$ cat src/ars_consts.svh
`ifndef ARS_CONSTS_SVH
`define ARS_CONSTS_SVH

`define ARS_ADDR_RES_LOW   8'h78
`define ARS_ADDR_RES_HIGH  8'h79
`define ARS_ADDR_CTRL_A    8'h7A
`define ARS_ADDR_INSEL     8'h7C
`define ARS_ADDR_STATUS    8'h70
`define ARS_ADDR_MASK      8'h71

`define ARS_INSEL_RESET    8'h00
`define ARS_CTRL_EN_BIT    7
`define ARS_CTRL_BUSY_BIT  6
`define ARS_CTRL_DONE_BIT  4
`define ARS_LEFT_BIT       5
`define ARS_REF_HI         7
`define ARS_REF_LO         6

`define ARS_EV_DONE        0
`define ARS_EV_ABORT       1
`define ARS_EV_LOST        2
`define ARS_EV_RESET       3'h0

`define ARS_REF_INTERNAL   2'h3
`define ARS_REF_SUPPLY     2'h1
`define ARS_REF_RESERVED   2'h2
`define ARS_CH_BANDGAP     5'h1E
`define ARS_CH_GROUND      5'h1F
`define ARS_CH_DIFF2_LAST  5'h1D

`define ARS_SE_MAX         12'sh3FF
`define ARS_DIFF_MAX       12'sh1FF
`define ARS_DIFF_MIN       -12'sh200

`endif

$ cat src/ars_pkg.sv
package ars_pkg;

    typedef enum logic [1:0] {
        ARS_IDLE = 2'b01,
        ARS_BUSY = 2'b10
    } ars_state_t;

    typedef struct packed {
        logic       valid;
        logic       diff;
        logic [2:0] pos;
        logic [2:0] neg;
        logic       bandgap;
        logic       ground;
    } ars_chan_t;

    typedef struct packed {
        ars_chan_t  chan;
        logic [1:0] ref_sel;
        logic       ref_int_on;
        logic       enable;
        logic       start;
        logic       abort;
    } ars_ana_t;

    typedef struct packed {
        ars_state_t st;
        logic [7:0] insel;
        logic [7:0] act_sel;
        logic       en;
        logic [9:0] result;
        logic       lock;
        logic [2:0] status;
        logic [2:0] mask;
        logic [7:0] rdata;
        logic       irq;
        ars_ana_t   ana;
    } ars_regs_t;

endpackage : ars_pkg

$ cat src/ars_ctrl.sv
`timescale 1ns/1ps
`include "ars_consts.svh"
// Functional notes
// - after completion, the conversion code is readable from the two result bytes
// - single-ended: unsigned code vin*1024/vref, 0x000 ground, 0x3FF top step
// - differential: signed code diff*512/vref, clamped to 0x200..0x1FF
// - reference field 7:6: 00 external pin, 01 supply, 10 reserved, 11 internal 1.1V
// - reference and channel writes during a conversion apply only after it ends
// - left-justify bit 5 set gives left adjusted result, else right adjusted
// - left-justify change reformats result reads at once, even mid-conversion
// - channel 0-7 single-ended, 11110 bandgap, 11111 ground, 01xxx unassigned
// - 10xxx positive 0-7 against input 1; 11000-11101 positive 0-5 against input 2
// - enable bit 7 of control A switches converter on or off
// - clearing enable during a conversion aborts it without completion
// - right: 7:0 low, 9:8 high low bits; left: 9:2 high, 1:0 low top bits
// - completion flag sets whenever a conversion finishes, also when the lock keeps the old result
// - low byte read blocks result updates until the high byte is read
module ars_ctrl (
    input  wire logic        ref_clk,
    input  wire logic        reset,
    input  wire logic [7:0]  bus_addr,
    input  wire logic [7:0]  bus_wdata,
    input  wire logic        bus_we,
    input  wire logic        bus_re,
    output logic      [7:0]  bus_rdata,
    input  wire logic        conv_start,
    input  wire logic        core_done,
    input  wire logic [11:0] core_code,
    output ars_pkg::ars_ana_t ana_ctl,
    output logic             conv_busy,
    output logic             irq
);

    ars_pkg::ars_regs_t r_r;
    ars_pkg::ars_regs_t r_nxt;

    function automatic ars_pkg::ars_chan_t decode_chan(input logic [4:0] mux);
        ars_pkg::ars_chan_t c;
        c = '0;
        c.valid = 1'b1;
        c.pos = mux[2:0];
        case (mux[4:3])
            2'b00: c.diff = 1'b0;
            2'b01: c.valid = 1'b0;
            2'b10: begin
                c.diff = 1'b1;
                c.neg = 3'h1;
            end
            default: begin
                if (mux <= `ARS_CH_DIFF2_LAST) begin
                    c.diff = 1'b1;
                    c.neg = 3'h2;
                end else begin
                    c.pos = 3'h0;
                    c.bandgap = (mux == `ARS_CH_BANDGAP);
                    c.ground = (mux == `ARS_CH_GROUND);
                end
            end
        endcase
        return c;
    endfunction : decode_chan

    // both bytes come from one 16-bit image rebuilt each cycle; the low byte read lock keeps the result until the high read
    function automatic logic [15:0] fmt_result(input logic [9:0] code, input logic left);
        if (left)
            return {code, 6'h00};
        else
            return {6'h00, code};
    endfunction : fmt_result

    function automatic logic [9:0] clamp_code(input logic signed [11:0] raw, input logic diff);
        logic [9:0] v;
        v = raw[9:0];
        if (diff) begin
            if (raw > `ARS_DIFF_MAX)
                v = 10'h1FF;
            else if (raw < `ARS_DIFF_MIN)
                v = 10'h200;
        end else begin
            if (raw < 12'sh000)
                v = 10'h000;
            else if (raw > `ARS_SE_MAX)
                v = 10'h3FF;
        end
        return v;
    endfunction : clamp_code

    logic        wr_ctrl;
    logic        wr_insel;
    logic        rd_low;
    logic        rd_high;
    logic        finish;
    logic        abort_now;
    logic [2:0]  ev_set;
    logic [2:0]  ev_clr;
    logic [15:0] img;

    always_comb begin
        wr_ctrl   = bus_we && (bus_addr == `ARS_ADDR_CTRL_A);
        wr_insel  = bus_we && (bus_addr == `ARS_ADDR_INSEL);
        rd_low    = bus_re && (bus_addr == `ARS_ADDR_RES_LOW);
        rd_high   = bus_re && (bus_addr == `ARS_ADDR_RES_HIGH);
        abort_now = (r_r.st == ars_pkg::ARS_BUSY) && wr_ctrl
                    && !bus_wdata[`ARS_CTRL_EN_BIT];
        finish    = (r_r.st == ars_pkg::ARS_BUSY) && core_done && !abort_now;
        img       = fmt_result(r_r.result, r_r.insel[`ARS_LEFT_BIT]);
        ev_set    = '0;
        ev_set[`ARS_EV_DONE]  = finish;
        ev_set[`ARS_EV_ABORT] = abort_now;
        ev_set[`ARS_EV_LOST]  = finish && r_r.lock;
        ev_clr    = '0;
        if (bus_we && bus_addr == `ARS_ADDR_STATUS)
            ev_clr = bus_wdata[2:0];
        if (wr_ctrl && bus_wdata[`ARS_CTRL_DONE_BIT])
            ev_clr[`ARS_EV_DONE] = 1'b1;

        r_nxt = r_r;
        r_nxt.ana.start = 1'b0;
        r_nxt.ana.abort = 1'b0;

        if (wr_insel)
            r_nxt.insel = bus_wdata;
        if (wr_ctrl)
            r_nxt.en = bus_wdata[`ARS_CTRL_EN_BIT];
        if (bus_we && bus_addr == `ARS_ADDR_MASK)
            r_nxt.mask = bus_wdata[2:0];

        case (r_r.st)
            ars_pkg::ARS_IDLE: begin
                r_nxt.act_sel = r_nxt.insel;
                if (conv_start && r_nxt.en) begin
                    r_nxt.st = ars_pkg::ARS_BUSY;
                    r_nxt.ana.start = 1'b1;
                end
            end
            ars_pkg::ARS_BUSY: begin
                // channel and reference settings frozen until this conversion finishes or aborts
                if (abort_now) begin
                    r_nxt.st = ars_pkg::ARS_IDLE;
                    r_nxt.ana.abort = 1'b1;
                end else if (finish) begin
                    r_nxt.st = ars_pkg::ARS_IDLE;
                    if (!r_r.lock)
                        r_nxt.result = clamp_code(core_code, r_r.ana.chan.diff);
                end
            end
            default: r_nxt.st = ars_pkg::ARS_IDLE;
        endcase

        // set wins over a clear arriving in the same cycle
        r_nxt.status = (r_r.status & ~ev_clr) | ev_set;
        r_nxt.irq    = |(r_nxt.status & r_nxt.mask);

        if (rd_low)
            r_nxt.lock = 1'b1;
        if (rd_high)
            r_nxt.lock = 1'b0;

        r_nxt.rdata = 8'h00;
        if (bus_re) begin
            case (bus_addr)
                `ARS_ADDR_RES_LOW:  r_nxt.rdata = img[7:0];
                `ARS_ADDR_RES_HIGH: r_nxt.rdata = img[15:8];
                `ARS_ADDR_INSEL:    r_nxt.rdata = r_r.insel;
                `ARS_ADDR_CTRL_A:   r_nxt.rdata = {r_r.en, (r_r.st == ars_pkg::ARS_BUSY), 1'b0,
                                                   r_r.status[`ARS_EV_DONE], 4'h0};
                `ARS_ADDR_STATUS:   r_nxt.rdata = {5'h00, r_r.status};
                `ARS_ADDR_MASK:     r_nxt.rdata = {5'h00, r_r.mask};
                default:            r_nxt.rdata = 8'h00;
            endcase
        end

        r_nxt.ana.chan       = decode_chan(r_nxt.act_sel[4:0]);
        r_nxt.ana.ref_sel    = r_nxt.act_sel[`ARS_REF_HI:`ARS_REF_LO];
        r_nxt.ana.ref_int_on = (r_nxt.ana.ref_sel == `ARS_REF_INTERNAL);
        r_nxt.ana.enable     = r_nxt.en;
    end

    always_ff @(posedge ref_clk or posedge reset) begin
        if (reset) begin
            r_r       <= '0;
            r_r.st    <= ars_pkg::ARS_IDLE;
            r_r.insel <= `ARS_INSEL_RESET;
            r_r.status <= `ARS_EV_RESET;
            r_r.ana.chan.valid <= 1'b1;
        end else begin
            r_r <= r_nxt;
        end
    end

    assign bus_rdata = r_r.rdata;
    assign ana_ctl   = r_r.ana;
    // one-hot code: bit 1 is the busy state, read straight from its flop
    assign conv_busy = r_r.st[1];
    assign irq       = r_r.irq;

    property p_abort;
        @(posedge ref_clk) disable iff (reset)
        abort_now |=> (r_r.st == ars_pkg::ARS_IDLE) && ana_ctl.abort && !ana_ctl.enable
                      && !$rose(r_r.status[`ARS_EV_DONE]) && $stable(r_r.result) ##1 !ana_ctl.abort;
    endproperty
    a_abort: assert property (p_abort) else $error("abort did not stop the conversion");

    property p_done;
        @(posedge ref_clk) disable iff (reset)
        (finish && !r_r.lock) |=> r_r.status[`ARS_EV_DONE] && (r_r.result == $past(r_nxt.result));
    endproperty
    a_done: assert property (p_done) else $error("done flag or result not updated");

    property p_hold_sel;
        @(posedge ref_clk) disable iff (reset)
        (r_r.st == ars_pkg::ARS_BUSY) && $past(r_r.st == ars_pkg::ARS_BUSY) |-> $stable(r_r.act_sel);
    endproperty
    a_hold_sel: assert property (p_hold_sel) else $error("settings changed mid conversion");

    property p_lock;
        @(posedge ref_clk) disable iff (reset)
        rd_low ##1 (!rd_high && r_r.lock) [*2] |-> $stable(r_r.result);
    endproperty
    a_lock: assert property (p_lock) else $error("result changed while locked");

    property p_left_low;
        @(posedge ref_clk) disable iff (reset)
        (rd_low && r_r.insel[`ARS_LEFT_BIT]) |=> (bus_rdata == {$past(r_r.result[1:0]), 6'h00});
    endproperty
    a_left_low: assert property (p_left_low) else $error("left adjusted low byte wrong");

    property p_right_high;
        @(posedge ref_clk) disable iff (reset)
        (rd_high && !r_r.insel[`ARS_LEFT_BIT]) |=> (bus_rdata == {6'h00, $past(r_r.result[9:8])});
    endproperty
    a_right_high: assert property (p_right_high) else $error("right adjusted high byte wrong");

    property p_ref;
        @(posedge ref_clk) disable iff (reset)
        ana_ctl.ref_int_on == (r_r.act_sel[7:6] == 2'b11);
    endproperty
    a_ref: assert property (p_ref) else $error("internal reference decode wrong");

    property p_chan;
        @(posedge ref_clk) disable iff (reset)
        (r_r.act_sel[4:3] == 2'b10) |-> ana_ctl.chan.diff && (ana_ctl.chan.neg == 3'h1)
                                        && (ana_ctl.chan.pos == r_r.act_sel[2:0]);
    endproperty
    a_chan: assert property (p_chan) else $error("differential pair decode wrong");

    property p_ground;
        @(posedge ref_clk) disable iff (reset)
        (r_r.act_sel[4:0] == 5'h1F) |-> ana_ctl.chan.ground && !ana_ctl.chan.diff;
    endproperty
    a_ground: assert property (p_ground) else $error("ground channel decode wrong");

    property p_clamp;
        @(posedge ref_clk) disable iff (reset)
        (finish && !r_r.lock && r_r.ana.chan.diff && $signed(core_code) > 12'sh1FF)
        |=> r_r.result == 10'h1FF;
    endproperty
    a_clamp: assert property (p_clamp) else $error("differential clamp wrong");

    property p_se;
        @(posedge ref_clk) disable iff (reset)
        (finish && !r_r.lock && !r_r.ana.chan.diff && !core_code[11])
        |=> r_r.result == (($past(core_code) > 12'h3FF) ? 10'h3FF : $past(core_code[9:0]));
    endproperty
    a_se: assert property (p_se) else $error("single-ended code wrong");

    property p_en;
        @(posedge ref_clk) disable iff (reset)
        wr_ctrl |=> ana_ctl.enable == $past(bus_wdata[7]);
    endproperty
    a_en: assert property (p_en) else $error("enable bit not applied");

    property p_irq;
        @(posedge ref_clk) disable iff (reset)
        irq == |(r_r.status & r_r.mask);
    endproperty
    a_irq: assert property (p_irq) else $error("interrupt level wrong");

    property p_start;
        @(posedge ref_clk) disable iff (reset)
        (r_r.st == ars_pkg::ARS_IDLE) && conv_start && (wr_ctrl ? bus_wdata[`ARS_CTRL_EN_BIT] : r_r.en)
        |=> ana_ctl.start && conv_busy ##1 !ana_ctl.start;
    endproperty
    a_start: assert property (p_start) else $error("enabled start not taken");

    property p_no_start;
        @(posedge ref_clk) disable iff (reset)
        (r_r.st == ars_pkg::ARS_IDLE) && conv_start && !r_r.en && !wr_ctrl |=> !conv_busy && !ana_ctl.start;
    endproperty
    a_no_start: assert property (p_no_start) else $error("start taken while disabled");

    property p_lost;
        @(posedge ref_clk) disable iff (reset)
        (finish && r_r.lock) |=> r_r.status[`ARS_EV_LOST] && r_r.status[`ARS_EV_DONE] && $stable(r_r.result);
    endproperty
    a_lost: assert property (p_lost) else $error("locked result overwritten");

    property p_lock_set;
        @(posedge ref_clk) disable iff (reset)
        (rd_low || rd_high) |=> (r_r.lock == $past(rd_low));
    endproperty
    a_lock_set: assert property (p_lock_set) else $error("result lock not following byte reads");

    property p_left_high;
        @(posedge ref_clk) disable iff (reset)
        (rd_high && r_r.insel[`ARS_LEFT_BIT]) |=> (bus_rdata == $past(r_r.result[9:2]));
    endproperty
    a_left_high: assert property (p_left_high) else $error("left adjusted high byte wrong");

    property p_right_low;
        @(posedge ref_clk) disable iff (reset)
        (rd_low && !r_r.insel[`ARS_LEFT_BIT]) |=> (bus_rdata == $past(r_r.result[7:0]));
    endproperty
    a_right_low: assert property (p_right_low) else $error("right adjusted low byte wrong");

    property p_diff2;
        @(posedge ref_clk) disable iff (reset)
        (r_r.act_sel[4:3] == 2'h3) && (r_r.act_sel[4:0] <= `ARS_CH_DIFF2_LAST)
        |-> ana_ctl.chan.diff && (ana_ctl.chan.neg == 3'h2) && (ana_ctl.chan.pos == r_r.act_sel[2:0]);
    endproperty
    a_diff2: assert property (p_diff2) else $error("second differential group decode wrong");

    property p_single;
        @(posedge ref_clk) disable iff (reset)
        (r_r.act_sel[4:3] == 2'h0)
        |-> ana_ctl.chan.valid && !ana_ctl.chan.diff && (ana_ctl.chan.pos == r_r.act_sel[2:0]);
    endproperty
    a_single: assert property (p_single) else $error("single-ended channel decode wrong");

    property p_unassigned;
        @(posedge ref_clk) disable iff (reset)
        (r_r.act_sel[4:3] == 2'h1) |-> !ana_ctl.chan.valid && !ana_ctl.chan.diff;
    endproperty
    a_unassigned: assert property (p_unassigned) else $error("unassigned channel marked valid");

    property p_clamp_low;
        @(posedge ref_clk) disable iff (reset)
        (finish && !r_r.lock && r_r.ana.chan.diff && $signed(core_code) < `ARS_DIFF_MIN)
        |=> r_r.result == 10'h200;
    endproperty
    a_clamp_low: assert property (p_clamp_low) else $error("differential low clamp wrong");

    property p_se_neg;
        @(posedge ref_clk) disable iff (reset)
        (finish && !r_r.lock && !r_r.ana.chan.diff && core_code[11])
        |=> r_r.result == 10'h000;
    endproperty
    a_se_neg: assert property (p_se_neg) else $error("single-ended floor wrong");

    property p_busy_end;
        @(posedge ref_clk) disable iff (reset)
        (conv_busy && core_done) |=> !conv_busy;
    endproperty
    a_busy_end: assert property (p_busy_end) else $error("busy did not end on completion");

endmodule : ars_ctrl

$ cat config.mk
export PLATFORM = sky130hd
export DESIGN_NAME = ars_ctrl
export DESIGN_NICKNAME = d
export VERILOG_FILES = /design/src/ars_pkg.sv /design/src/ars_ctrl.sv
export VERILOG_INCLUDE_DIRS = /design/src
export SDC_FILE = /design/constraint.sdc
export NUM_CORES = 1
export LEC_CHECK = 0
export BUFFER_PORTS_ARGS = -buffer_cell sky130_fd_sc_hd__buf_2
export CORE_MARGIN = 2
export CORE_UTILIZATION = 59
export DETAILED_ROUTE_END_ITERATION = 8
export GPL_TIMING_DRIVEN = 0
export HOLD_SLACK_MARGIN = 0.02
export PLACE_DENSITY = 0.85
export SETUP_SLACK_MARGIN = 0.05
export SYNTH_ARGS = -nofsm -noshare
export SYNTH_HDL_FRONTEND = slang
export SYNTH_SLANG_ARGS = --single-unit
$ cat constraint.sdc
create_clock -name ref_clk -period 2.6 [get_ports ref_clk]
set_input_delay 0.52 -clock ref_clk [delete_from_list [all_inputs] [get_ports ref_clk]]
set_output_delay 0.52 -clock ref_clk [all_outputs]
set_load 0.01 [all_outputs]
==> flow_metrics.env <==
export IMPL_status="finished, final reports clean"
export IMPL_place_inst=419
export IMPL_antenna_cells=0
export IMPL_max_freq_mhz=476
export IMPL_p_per_area_nw_per_um2=464
export IMPL_drv_slew=0
export IMPL_antenna_found_initial=0
export IMPL_syn_num_nets=328
export IMPL_pre_cts_ws_ns=0.477
export IMPL_dieArea_um2=5710
export IMPL_r2r_cells=5
export IMPL_worst_pin_slew_ns=0.524
export IMPL_cts_sinks=56
export IMPL_min_period_over_period_pct=80.7
export IMPL_cp_start_kind="flip-flop"
export IMPL_die_w_um=75.6
export IMPL_leakagePower_nw=1.80
export IMPL_drt_iter0_drc=233
export IMPL_num_io_pins=60
export IMPL_ys_ff_latch=56
export IMPL_post_cts_buffers=0
export IMPL_drc=0
export IMPL_clock_latency_ns=0.31
export IMPL_ir_drop_mv=0.293
export IMPL_ant_nets=0
export IMPL_netlist_area_um2=3020
export IMPL_p_total_mw=1.61
export IMPL_synth_area_leaders="dfrtp_1, buf_4, mux2i_1, nand2_1, inv_1"
export IMPL_avgSynthCellArea_um2=10.3
export IMPL_grt_pass1_vias=2272
export IMPL_cp_arrival_ns=2.29
export IMPL_port_buffers=54
export IMPL_rsz0062_at_grt="no"
export IMPL_place_hpwl_mm=5.03
export IMPL_slew_headroom_pct=65.1
export IMPL_drv_cap=0
export IMPL_dpl_cell_area_um2=3400
export IMPL_cts_max_path_buffers=2
export IMPL_synth_area_leader_cell="dfrtp_1"
export IMPL_final_nets=390
export IMPL_clock_skew_ns=0.00509
export IMPL_htreeDepth=2
export IMPL_crit_required_ns=2.79
export IMPL_yosys_warnings=0
export IMPL_clk_pin_slew_ns=0.09
export IMPL_synth_ff_type="dfrtp_1"
export IMPL_synth_most_common_cell="dfrtp_1"
export IMPL_hold_viol=0
export IMPL_synth_top_cell_area_share_pct=44.7
export IMPL_grt_usage_pct=24.9
export IMPL_wl_mm=6.74
export IMPL_root_buffer="clkbuf_8"
export IMPL_die_h_um=75.6
export IMPL_synthCells=294
export IMPL_avgViaCountPerCell=5.64
export IMPL_end_kind="flip-flop"
export IMPL_num_rows=26
export IMPL_ys_seq_area_share_pct=46.5
export IMPL_synth_edf_count=0
export IMPL_drive_gt1_share_pct=34.5
export IMPL_finalWorstSetupSlack_ns=0.501
export IMPL_grt_pass1_wl_mm=10.6
export IMPL_vias=2407
export IMPL_cts_resized=0
export IMPL_place_gp_congestion=0.842
export IMPL_finalInstanceArea_um2=3480
export IMPL_start_util_pct=60.3
export IMPL_grt_overflow_total=0
export IMPL_setup_viol=0
export IMPL_area_growth_pct=15.2
export IMPL_ys_top_cells_by_count="dfrtp_1, buf_4, nand2_1"
export IMPL_hp_class="in2async"
export IMPL_fin_crit_ns=2.10
export IMPL_grt_max_degree=40
export IMPL_first_pass_iters=4
export IMPL_r2r_slack_ns=0.50
export IMPL_async_flop_share_pct=100
export IMPL_core_area_um2=5010
export IMPL_ys_types=59
export IMPL_setup_tns_ns=0
export IMPL_critPathMaxFanout=10
export IMPL_wire_per_inst_um=15.8
export IMPL_crit_type="reg2reg"
export IMPL_tritoncts="done"
export IMPL_holdBufCountCts=0
export IMPL_fin_cells=427
export IMPL_numCtsBuffers=5
-- path summary, 6_finish.rpt --
check                              end         start
max                        ana_ctl[14]       r_r[59]
min                         ana_ctl[1]         reset
max reg2reg                ana_ctl[14]       r_r[59]
min reg2reg                    r_r[30]       r_r[30]
max in group asynchronous  ana_ctl[15]         reset
min in group ref_clk         flip-flop  bus_wdata[5]
-- registers in the layout, summed over array words and instances (netlist names), named ones only --
| signal | flops |
|---|---|
| conv_busy | 1 |
| bus_rdata | 8 |
| irq | 1 |
| ana_ctl | 14 |
| r_r | 31 |
-- final cells by class --
type / count / area, um2
repair buffers: 55 / 290
plain buffers: 38 / 279
inverters: 23 / 86.3
well taps: 70 / 87.6
clock inverters: 1 / 5.00
flip-flops and latches: 56 / 1400
clock buffers: 7 / 76.3
fillers: 423 / 1530
multi-input cells: 177 / 1250
-- cells by family (layout without fill, tap and decap cells) --
logic type	after synthesis	count (layout)	synth area share, %
compound gates	67	67	17.0
simple gates	94	94	19.2
other cells	1	1	0.124
flops	56	56	46.5
buf+inv	61	124	12.1
mux	15	15	5.10
-- critical path, stage by stage (launching register included) --
cell and delay, ns:
dfstp_2 0.57, nor2b_1 0.44, buf_2 0.33, nor2_1 0.06, a31o_2 0.25, a31oi_1 0.31
-- layout by cell type, fill, tap and decap left out, types with 5 or more instances in the layout --
cell and instances:
buf_2 58, dfrtp_1 54, buf_4 29, nand2_1 27, inv_1 22, o21ai_0 14
nor2_1 14, mux2i_1 12, a21oi_1 8, nand4_1 8, a31oi_1 7, a22oi_1 6
and2_1 6, nand3_1 6, clkbuf_8 5
-- stage by stage --
step / util [%] / hold WS, ns
after floorplan: - / 0.463
after global placement: 67.4 / 0.490
after detailed placement: 67.8 / 0.505
after CTS: 69.5 / 0.191
after global routing: 69.5 / 0.202
final: 69.5 / 0.180
-- routing by layer --
layer	wire, um	GRT usage (%)
met2	3320	40.6
met3	410	5.03
met1	2900	33.2
met4	100	8.97
met5	0	0
-- power breakdown --
group          internal, mW  switching [mW]  total (mW)
Sequential            0.905          0.0205       0.926
Clock                 0.190           0.270       0.460
Combinational        0.0960           0.132       0.228
Total                  1.19           0.423        1.61
(Power assumes the default switching activity.)
